**config.mk**
```make
export PLATFORM = sky130hd
export DESIGN_NAME = pot_ctrl
export DESIGN_NICKNAME = d
export VERILOG_FILES = /design/src/verilog/pot_pkg.sv /design/src/verilog/pot_fault_latch.sv /design/src/verilog/pot_rx_detect.sv /design/src/verilog/pot_ctrl.sv
export SDC_FILE = /design/constraint.sdc
export NUM_CORES = 1
export LEC_CHECK = 0
export BUFFER_PORTS_ARGS = -buffer_cell sky130_fd_sc_hd__buf_4
export CAP_MARGIN = 10
export CORE_ASPECT_RATIO = 0.8
export CORE_UTILIZATION = 48
export DETAILED_ROUTE_END_ITERATION = 6
export PLACE_DENSITY = 0.79
export SYNTH_ARGS = -nofsm -noshare
export SYNTH_HDL_FRONTEND = slang
export SYNTH_SLANG_ARGS = --single-unit
```
**constraint.sdc**
```tcl
create_clock -name clk -period 2.6 [get_ports clk]
set_clock_uncertainty 0.15 [all_clocks]
set_input_delay 0.26 -clock clk [delete_from_list [all_inputs] [get_ports clk]]
set_output_delay 0.26 -clock clk [all_outputs]
set_load 0.05 [all_outputs]
```
**src/verilog/pot_pkg.sv**
```systemverilog
`default_nettype none
package pot_pkg;
    localparam int POT_LANES = 4;
    localparam int POT_ADDR_W = 8;
    localparam int POT_DATA_W = 32;

    // register byte offsets
    localparam logic [7:0] POT_ADDR_CTRL = 8'h00;
    localparam logic [7:0] POT_ADDR_STATUS = 8'h04;
    localparam logic [7:0] POT_ADDR_INT_STAT = 8'h08;
    localparam logic [7:0] POT_ADDR_INT_MASK = 8'h0C;
    localparam logic [7:0] POT_ADDR_FAULT_CAUSE = 8'h10;
    localparam logic [7:0] POT_ADDR_LOSS_CAUSE = 8'h14;
    localparam logic [7:0] POT_ADDR_FAULT_COUNT = 8'h18;

    // control fields
    localparam int POT_CTRL_FORCE_OFF = 0;
    localparam int POT_CTRL_CAUSE_CLR = 1;
    localparam int POT_CTRL_W = 2;
    localparam logic [1:0] POT_CTRL_RST = 2'h0;

    // status fields
    localparam int POT_ST_LASER_ON = 0;
    localparam int POT_ST_FAULT = 1;
    localparam int POT_ST_SIG_VALID = 2;
    localparam int POT_ST_DISABLE_PIN = 3;
    localparam int POT_ST_ENABLE_PIN = 4;
    localparam int POT_ST_RESET_PIN = 5;
    localparam int POT_ST_LOS_LSB = 8;

    // interrupt fields
    localparam int POT_INT_FAULT = 0;
    localparam int POT_INT_LOST = 1;
    localparam int POT_INT_GAINED = 2;
    localparam int POT_INT_W = 3;
    localparam logic [2:0] POT_INT_RST = 3'h0;

    localparam logic [1:0] POT_RESP_OKAY = 2'h0;
    localparam logic [1:0] POT_RESP_SLVERR = 2'h2;
    localparam logic [7:0] POT_FAULT_COUNT_RST = 8'h00;

    typedef struct packed {
        logic [3:0] over_current;
        logic over_temp;
        logic cal_corrupt;
    } pot_fault_src_s;

    localparam int POT_CAUSE_W = 6;

    typedef enum logic [1:0] {
        POT_TX_RUN = 2'b00,
        POT_TX_FAULT = 2'b01
    } pot_tx_state_e;

    // high only when no lane reports loss of signal
    function automatic logic pot_all_valid(input logic [3:0] los);
        return ~|los;
    endfunction
endpackage
`default_nettype wire

```
**src/verilog/pot_fault_latch.sv**
```systemverilog
`timescale 1ns/100ps
`default_nettype none
module pot_fault_latch (
    input wire logic clk,                              // system clock
    input wire logic rst_b,                            // async reset
    input wire logic tx_reset_b_in,                    // transmitter reset pin
    input wire logic tx_enable_in,                     // transmit enable pin
    input wire pot_pkg::pot_fault_src_s fault_src,     // fault causes
    output var logic fault_latched,                    // fault held
    output var logic fault_rise                        // one-cycle new fault
);
    import pot_pkg::*;

    pot_tx_state_e state_reg;
    pot_tx_state_e state_next;
    logic enable_prev_reg;
    logic cause_any;
    logic clear_req;

    assign cause_any = (|fault_src.over_current) | fault_src.over_temp | fault_src.cal_corrupt;
    // reset pulse clears; enable rising edge clears
    assign clear_req = ~tx_reset_b_in | (tx_enable_in & ~enable_prev_reg);

    always_comb begin
        state_next = state_reg;
        case (state_reg)
            POT_TX_RUN: begin
                // held in reset only a live cause may latch
                if (cause_any) begin
                    state_next = POT_TX_FAULT;
                end
            end
            POT_TX_FAULT: begin
                // clears only once cause is gone
                if (clear_req && !cause_any) begin
                    state_next = POT_TX_RUN;
                end
            end
            default: begin
                state_next = POT_TX_RUN;
            end
        endcase
    end

    always_ff @(posedge clk or negedge rst_b) begin
        if (!rst_b) begin
            state_reg <= POT_TX_RUN;
        end else begin
            state_reg <= state_next;
        end
    end

    always_ff @(posedge clk or negedge rst_b) begin
        if (!rst_b) begin
            enable_prev_reg <= 1'b1;
        end else begin
            enable_prev_reg <= tx_enable_in;
        end
    end

    always_ff @(posedge clk or negedge rst_b) begin
        if (!rst_b) begin
            fault_rise <= 1'b0;
        end else begin
            fault_rise <= (state_reg == POT_TX_RUN) && (state_next == POT_TX_FAULT);
        end
    end

    assign fault_latched = (state_reg == POT_TX_FAULT);
endmodule // pot_fault_latch
`default_nettype wire

```
**src/verilog/pot_rx_detect.sv**
```systemverilog
`timescale 1ns/100ps
`default_nettype none
module pot_rx_detect #(
    parameter int LANES = 4
) (
    input wire logic clk,                       // system clock
    input wire logic rst_b,                     // async reset
    input wire logic [LANES-1:0] rx_los_in,     // per-lane loss of signal
    input wire logic [LANES-1:0] rx_data_in,    // receive data
    output var logic sig_valid_reg,             // all lanes valid
    output var logic [LANES-1:0] rx_data_reg    // squelched data
);
    import pot_pkg::*;

    logic sig_valid_next;

    // all four lanes must be good
    assign sig_valid_next = pot_all_valid(rx_los_in);

    always_ff @(posedge clk or negedge rst_b) begin
        if (!rst_b) begin
            sig_valid_reg <= 1'b0;
        end else begin
            sig_valid_reg <= sig_valid_next;
        end
    end

    genvar g;
    generate
        for (g = 0; g < LANES; g++) begin : g_lane
            always_ff @(posedge clk or negedge rst_b) begin
                if (!rst_b) begin
                    rx_data_reg[g] <= 1'b0;
                end else begin
                    rx_data_reg[g] <= rx_data_in[g] & sig_valid_next;
                end
            end
        end
    endgenerate
endmodule // pot_rx_detect
`default_nettype wire

```
**src/verilog/pot_ctrl.sv**
```systemverilog
// How it works
// - A high disable input turns every laser off, a low one allows light.
// - Lasers may be on only while the enable input is high.
// - A low transmitter reset input resets the transmitter logic and keeps lasers off.
// - The active-low fault output is high in normal operation and low on a fault.
// - Over-current on any laser, over-temperature or bad calibration data raises a fault.
// - A fault turns off the whole array and holds, once its cause is gone, until a reset pulse or an enable rising edge clears it.
// - Signal valid is high only when all receive lanes 0 to 3 have good input.
// - Loss of signal on any lane drops signal valid, and every lane is watched.
// - Receive data outputs are squelched while signal valid is low.
// - Disable and enable are separate gates: the lasers need disable low and enable high together.
`timescale 1ns/100ps
`default_nettype none
module pot_ctrl #(
    parameter int LANES = 4
) (
    input wire logic clk,                               // 25 MHz clock
    input wire logic rst_b,                             // async reset
    input wire logic [7:0] s_axi_awaddr,                // write address
    input wire logic s_axi_awvalid,                     // write address valid
    output var logic s_axi_awready,                     // write address ready
    input wire logic [31:0] s_axi_wdata,                // write data
    input wire logic [3:0] s_axi_wstrb,                 // write strobes
    input wire logic s_axi_wvalid,                      // write data valid
    output var logic s_axi_wready,                      // write data ready
    output var logic [1:0] s_axi_bresp,                 // write response
    output var logic s_axi_bvalid,                      // write response valid
    input wire logic s_axi_bready,                      // write response ready
    input wire logic [7:0] s_axi_araddr,                // read address
    input wire logic s_axi_arvalid,                     // read address valid
    output var logic s_axi_arready,                     // read address ready
    output var logic [31:0] s_axi_rdata,                // read data
    output var logic [1:0] s_axi_rresp,                 // read response
    output var logic s_axi_rvalid,                      // read data valid
    input wire logic s_axi_rready,                      // read data ready
    input wire logic laser_disable_in,                  // laser disable pin
    input wire logic tx_enable_in,                      // transmit enable pin
    input wire logic tx_reset_b_in,                     // transmitter reset pin
    input wire pot_pkg::pot_fault_src_s fault_src,      // fault causes
    input wire logic [LANES-1:0] rx_los_in,             // per-lane loss of signal
    input wire logic [LANES-1:0] rx_data_in,            // receive data
    output var logic [LANES-1:0] laser_on_out,          // laser drive enables
    output var logic tx_fault_b_out,                    // fault, active low
    output var logic rx_signal_valid_out,               // all lanes valid
    output var logic [LANES-1:0] rx_data_out,           // squelched receive data
    output var logic irq_out                            // interrupt level
);
    import pot_pkg::*;

    logic [POT_CTRL_W-1:0] ctrl_reg;
    logic [POT_INT_W-1:0] int_stat_reg;
    logic [POT_INT_W-1:0] int_mask_reg;
    logic [POT_CAUSE_W-1:0] fault_cause_reg;
    logic [LANES-1:0] loss_cause_reg;
    logic [7:0] fault_count_reg;
    logic sig_valid_prev_reg;
    logic [7:0] aw_addr_reg;
    logic aw_held_reg;
    logic [31:0] w_data_reg;
    logic [3:0] w_strb_reg;
    logic w_held_reg;
    logic fault_latched;
    logic fault_rise;
    logic sig_valid;
    logic laser_next;
    logic wr_fire;
    logic wr_hit;
    logic [POT_INT_W-1:0] int_set;
    logic [POT_INT_W-1:0] int_w1c;
    logic [31:0] rd_word;
    logic rd_hit;
    logic [31:0] status_word;

    pot_fault_latch u_fault (
        .clk(clk),
        .rst_b(rst_b),
        .tx_reset_b_in(tx_reset_b_in),
        .tx_enable_in(tx_enable_in),
        .fault_src(fault_src),
        .fault_latched(fault_latched),
        .fault_rise(fault_rise)
    );

    pot_rx_detect #(.LANES(LANES)) u_rx (
        .clk(clk),
        .rst_b(rst_b),
        .rx_los_in(rx_los_in),
        .rx_data_in(rx_data_in),
        .sig_valid_reg(sig_valid),
        .rx_data_reg(rx_data_out)
    );

    // valid flag straight from its flop
    assign rx_signal_valid_out = sig_valid;

    // light only when all gates agree
    // reset pin and fault force off
    assign laser_next = ~laser_disable_in & tx_enable_in & tx_reset_b_in & ~fault_latched
                        & ~ctrl_reg[POT_CTRL_FORCE_OFF];

    always_ff @(posedge clk or negedge rst_b) begin
        if (!rst_b) begin
            laser_on_out <= '0;
        end else begin
            laser_on_out <= {LANES{laser_next}};
        end
    end

    always_ff @(posedge clk or negedge rst_b) begin
        if (!rst_b) begin
            tx_fault_b_out <= 1'b1;
        end else begin
            tx_fault_b_out <= ~fault_latched;
        end
    end

    // write channel capture, either order
    // ready flops are the inverse of the held flags
    assign wr_fire = aw_held_reg & w_held_reg & ~s_axi_bvalid;

    always_ff @(posedge clk or negedge rst_b) begin
        if (!rst_b) begin
            aw_held_reg <= 1'b0;
            s_axi_awready <= 1'b1;
            aw_addr_reg <= 8'h00;
        end else if (s_axi_awvalid && !aw_held_reg) begin
            aw_held_reg <= 1'b1;
            s_axi_awready <= 1'b0;
            aw_addr_reg <= s_axi_awaddr;
        end else if (wr_fire) begin
            aw_held_reg <= 1'b0;
            s_axi_awready <= 1'b1;
        end
    end

    always_ff @(posedge clk or negedge rst_b) begin
        if (!rst_b) begin
            w_held_reg <= 1'b0;
            s_axi_wready <= 1'b1;
            w_data_reg <= 32'h00000000;
            w_strb_reg <= 4'h0;
        end else if (s_axi_wvalid && !w_held_reg) begin
            w_held_reg <= 1'b1;
            s_axi_wready <= 1'b0;
            w_data_reg <= s_axi_wdata;
            w_strb_reg <= s_axi_wstrb;
        end else if (wr_fire) begin
            w_held_reg <= 1'b0;
            s_axi_wready <= 1'b1;
        end
    end

    always_comb begin
        case (aw_addr_reg)
            POT_ADDR_CTRL, POT_ADDR_STATUS, POT_ADDR_INT_STAT, POT_ADDR_INT_MASK,
            POT_ADDR_FAULT_CAUSE, POT_ADDR_LOSS_CAUSE, POT_ADDR_FAULT_COUNT: begin
                wr_hit = 1'b1;
            end
            default: begin
                wr_hit = 1'b0;
            end
        endcase
    end

    always_ff @(posedge clk or negedge rst_b) begin
        if (!rst_b) begin
            s_axi_bvalid <= 1'b0;
            s_axi_bresp <= POT_RESP_OKAY;
        end else if (wr_fire) begin
            s_axi_bvalid <= 1'b1;
            s_axi_bresp <= wr_hit ? POT_RESP_OKAY : POT_RESP_SLVERR;
        end else if (s_axi_bready) begin
            s_axi_bvalid <= 1'b0;
        end
    end

    // control register, low byte only
    always_ff @(posedge clk or negedge rst_b) begin
        if (!rst_b) begin
            ctrl_reg <= POT_CTRL_RST;
        end else if (wr_fire && w_strb_reg[0] && aw_addr_reg == POT_ADDR_CTRL) begin
            ctrl_reg <= w_data_reg[POT_CTRL_W-1:0];
        end else begin
            ctrl_reg[POT_CTRL_CAUSE_CLR] <= 1'b0;
        end
    end

    always_ff @(posedge clk or negedge rst_b) begin
        if (!rst_b) begin
            int_mask_reg <= POT_INT_RST;
        end else if (wr_fire && w_strb_reg[0] && aw_addr_reg == POT_ADDR_INT_MASK) begin
            int_mask_reg <= w_data_reg[POT_INT_W-1:0];
        end
    end

    always_ff @(posedge clk or negedge rst_b) begin
        if (!rst_b) begin
            sig_valid_prev_reg <= 1'b0;
        end else begin
            sig_valid_prev_reg <= sig_valid;
        end
    end

    assign int_set[POT_INT_FAULT] = fault_rise;
    assign int_set[POT_INT_LOST] = sig_valid_prev_reg & ~sig_valid;
    assign int_set[POT_INT_GAINED] = ~sig_valid_prev_reg & sig_valid;
    assign int_w1c = (wr_fire && w_strb_reg[0] && aw_addr_reg == POT_ADDR_INT_STAT)
                     ? w_data_reg[POT_INT_W-1:0] : '0;

    // set wins over write-one clear
    always_ff @(posedge clk or negedge rst_b) begin
        if (!rst_b) begin
            int_stat_reg <= POT_INT_RST;
        end else begin
            int_stat_reg <= (int_stat_reg & ~int_w1c) | int_set;
        end
    end

    // level interrupt, one cycle behind status
    always_ff @(posedge clk or negedge rst_b) begin
        if (!rst_b) begin
            irq_out <= 1'b0;
        end else begin
            irq_out <= |(int_stat_reg & int_mask_reg);
        end
    end

    always_ff @(posedge clk or negedge rst_b) begin
        if (!rst_b) begin
            fault_cause_reg <= '0;
        end else if (ctrl_reg[POT_CTRL_CAUSE_CLR]) begin
            fault_cause_reg <= fault_src;
        end else begin
            fault_cause_reg <= fault_cause_reg | fault_src;
        end
    end

    always_ff @(posedge clk or negedge rst_b) begin
        if (!rst_b) begin
            loss_cause_reg <= '0;
        end else if (ctrl_reg[POT_CTRL_CAUSE_CLR]) begin
            loss_cause_reg <= rx_los_in;
        end else begin
            loss_cause_reg <= loss_cause_reg | rx_los_in;
        end
    end

    // saturating count of fault entries
    always_ff @(posedge clk or negedge rst_b) begin
        if (!rst_b) begin
            fault_count_reg <= POT_FAULT_COUNT_RST;
        end else if (fault_rise && fault_count_reg != 8'hFF) begin
            fault_count_reg <= fault_count_reg + 8'h01;
        end
    end

    // read-only status word
    always_comb begin
        status_word = 32'h00000000;
        status_word[POT_ST_LASER_ON] = laser_on_out[0];
        status_word[POT_ST_FAULT] = fault_latched;
        status_word[POT_ST_SIG_VALID] = sig_valid;
        status_word[POT_ST_DISABLE_PIN] = laser_disable_in;
        status_word[POT_ST_ENABLE_PIN] = tx_enable_in;
        status_word[POT_ST_RESET_PIN] = tx_reset_b_in;
        status_word[POT_ST_LOS_LSB +: LANES] = rx_los_in;
    end

    // read decode
    always_comb begin
        rd_word = 32'h00000000;
        rd_hit = 1'b1;
        case (s_axi_araddr)
            POT_ADDR_CTRL: rd_word[POT_CTRL_W-1:0] = ctrl_reg;
            POT_ADDR_STATUS: rd_word = status_word;
            POT_ADDR_INT_STAT: rd_word[POT_INT_W-1:0] = int_stat_reg;
            POT_ADDR_INT_MASK: rd_word[POT_INT_W-1:0] = int_mask_reg;
            POT_ADDR_FAULT_CAUSE: rd_word[POT_CAUSE_W-1:0] = fault_cause_reg;
            POT_ADDR_LOSS_CAUSE: rd_word[LANES-1:0] = loss_cause_reg;
            POT_ADDR_FAULT_COUNT: rd_word[7:0] = fault_count_reg;
            default: rd_hit = 1'b0;
        endcase
    end

    // read channel, arready low while rvalid stands

    always_ff @(posedge clk or negedge rst_b) begin
        if (!rst_b) begin
            s_axi_rvalid <= 1'b0;
            s_axi_arready <= 1'b1;
            s_axi_rdata <= 32'h00000000;
            s_axi_rresp <= POT_RESP_OKAY;
        end else if (s_axi_arvalid && !s_axi_rvalid) begin
            s_axi_rvalid <= 1'b1;
            s_axi_arready <= 1'b0;
            s_axi_rdata <= rd_word;
            s_axi_rresp <= rd_hit ? POT_RESP_OKAY : POT_RESP_SLVERR;
        end else if (s_axi_rready) begin
            s_axi_rvalid <= 1'b0;
            s_axi_arready <= 1'b1;
        end
    end
endmodule // pot_ctrl
`default_nettype wire

```
==> impl_metrics.tcl <==
set metrics [dict create \
    area_growth_pct 32.33 \
    post-route-min-period_ps 1999 \
    cp_max_fo 4 \
    holdCritPathClass "in2reg" \
    dieArea_um2 7091 \
    root_buffer "clkbuf_8" \
    async_flop_share_pct 100.0 \
    p_total_uw 3377 \
    whs_path_depth 2 \
    power_density_nw_per_um2 786.9 \
    required_ps 2680 \
    post_cts_buffers 0 \
    dp_hpwl_um 4877 \
    htree_levels 3 \
    gp_congestion 0.8593 \
    drt-met1-wl_um 3111 \
    syn-cell-area_um2 3243 \
    clk_pin_slew_ps 70 \
    drc 0 \
    vias 2473 \
    status "complete, no violations" \
    cts_tree "done" \
    die_h_um 75.52 \
    yosysMostFrequentCell "dfrtp_1" \
    ir_worst_vdd_mv 0.3739 \
    synth_area_leader_cell "dfrtp_1" \
    largest_reg_flops 12 \
    die_x_um 93.90 \
    maxCapViolCount 0 \
    wl_um 7154 \
    synth_commonest_cells "dfrtp_1 (67), buf_4 (25), mux2_2 (17)" \
    worst_pin_slew_ps 888.5 \
    multiInputGateArea_um2 1250 \
    routed.top_layer "met4" \
    seq_area_frac_synth_pct 55.75 \
    drive_gt1_share_pct 29.41 \
    firstDrtPassIters 4 \
    setup_viol 0 \
    grt-ovfl-total 0 \
    antenna_found_initial 0 \
    fillers 491 \
    wl_per_cell_um 15.06 \
    rsz0062_at_grt "false" \
    arrival_ps 2080 \
    r2r-start "aw_addr_reg[0]" \
    yosys_warnings 0 \
    yosysTopAreaCellShare_pct 51.70 \
    synth-edff-count 0 \
    final_antenna_net_count 0 \
    fin_area_um2 4292 \
    cts_made_buffers 9 \
    leakagePower_uw 0.001974 \
    row_count 26 \
    hold_start "s_axi_wdata[0]" \
    crit_type "reg2reg" \
    finalSetupTns_ps 0 \
    max_slew_margin_pct 40.77 \
    grt_start_max_net_pins 73 \
    ios 128 \
    core-area_um2 6441 \
    initialDrtViolationCount 198 \
    grt_pass1_wl_um 11650 \
    dr_wl_met3_um 610 \
    timing.final.crit_share_pct 76.88 \
    clock_latency_ps 340 \
    hold_violations 0 \
    initial_utilization_pct 50.35 \
    avgSynthCellArea_um2 11.54 \
    clockBufferDepth 2 \
    startpoint "aw_addr_reg[0]" \
    n_antenna_cell 0 \
    cts_sinks 72 \
    fin_util_pct 66.63 \
    ys_ff_latch 72 \
    yosysUniqueCellTypes 51 \
    rrSetupSlack_ps 600 \
    wl_met2_um 3338 \
    track_usage_pct 22.43 \
    maxSlewViolCount 0 \
    drt-vias-per-instance 5.206 \
    fin_nets 463 \
    grt_pass1_vias 2428 \
    dpl_cell_area_um2 3767 \
    r2r_cells 4 \
    netlist_instances 281 \
    critPathLaunchType "register" \
    synth_ff_type "dfrtp_1" \
    fmax_mhz 500.3 \
    port_buffers 73 \
    ys_top_cells_by_area "dfrtp_1 (52%), mux2_2 (5.9%), buf_4 (5.8%), dfstp_2 (4.1%), a22o_1 (2.7%)" \
    ff_latch_area_um2 1808 \
    end_kind "register" \
]
## where the power goes
part | switching [uW] | total (uW) | leakage, uW | internal, uW
Clock | 387 | 953 | 0.000108 | 566
Combinational | 498 | 863 | 0.00101 | 365
Sequential | 205 | 1560 | 0.000859 | 1360
## through the flow
step,setup slack [ps],hold WS [ps],instances
5_1_grt,516.0,0.6751,475
4_1_cts,607.4,4.577,475
3_5_place_dp,641.7,244.7,428
6_report,601.1,19.59,475
3_3_place_gp,654.0,249.8,428
2_1_floorplan,748.6,-185.6,303
## cells by family after synthesis
group / synth area share, %
buffers and inverters: 8.256
flip-flops: 55.75
AND/OR/NAND/NOR: 12.73
other: 0.1156
adder cells (fa/ha/maj): 0.3857
multiplexers: 7.755
XOR/XNOR: 1.351
AO/OA/AOI/OAI: 13.66
## worst paths after layout
check,to
max,int_mask_reg[2]
min,w_data_reg[0]
max reg2reg,int_mask_reg[2]
min reg2reg,int_stat_reg[2]
max in group asynchronous,aw_held_reg
min in group asynchronous,aw_addr_reg[6]
## worst max-delay path, stage by stage (launching register included)
cell and delay (ps):
dfrtp_1 380, or4_4 570, nor4_2 290, nand3_1 190, mux2_2 310
## layer usage
metal,GRT usage (%),up-vias
met5,0,-
met4,7.179,0
met3,7.186,10
met2,34.87,112
met1,30.37,1178
li1,-,1173
## final cells by class
class | instances | area share [%]
multi-input combinational | 185 | 29.13
inverter | 13 | 1.137
timing repair buffer | 105 | 20.17
sequential | 72 | 42.13
clock buffer | 13 | 3.469
clock inverter | 3 | 1.516
tap | 84 | 2.449
## cells in the final DEF, fill, tap and decap left out, types with 3 or more instances in the layout
cell / count
buf_4: 74
dfrtp_1: 67
dlygate4sd3_1: 31
conb_1: 23
mux2_2: 17
nand2_1: 14
inv_1: 12
a21o_1: 11
o21ai_0: 11
a22o_1: 10
clkbuf_8: 10
a21oi_1: 7
nor2_1: 7
nand3_1: 6
mux2i_1: 6
nand2b_1: 5
nor3_1: 5
nor4_1: 5
nor2b_1: 5
dfstp_2: 5
and2_1: 4
nand4_1: 4
o21a_1: 4
o211ai_1: 3
nand3b_1: 3
xnor2_1: 3
clkbuf_1: 3
## timing repair
item / in CTS / in global routing
gates resized for setup: 0 / 0
hold endpoints to repair: 102 / 0
hold buffers: 31 / 0
No activity file was read; power rests on OpenSTA's default activity.
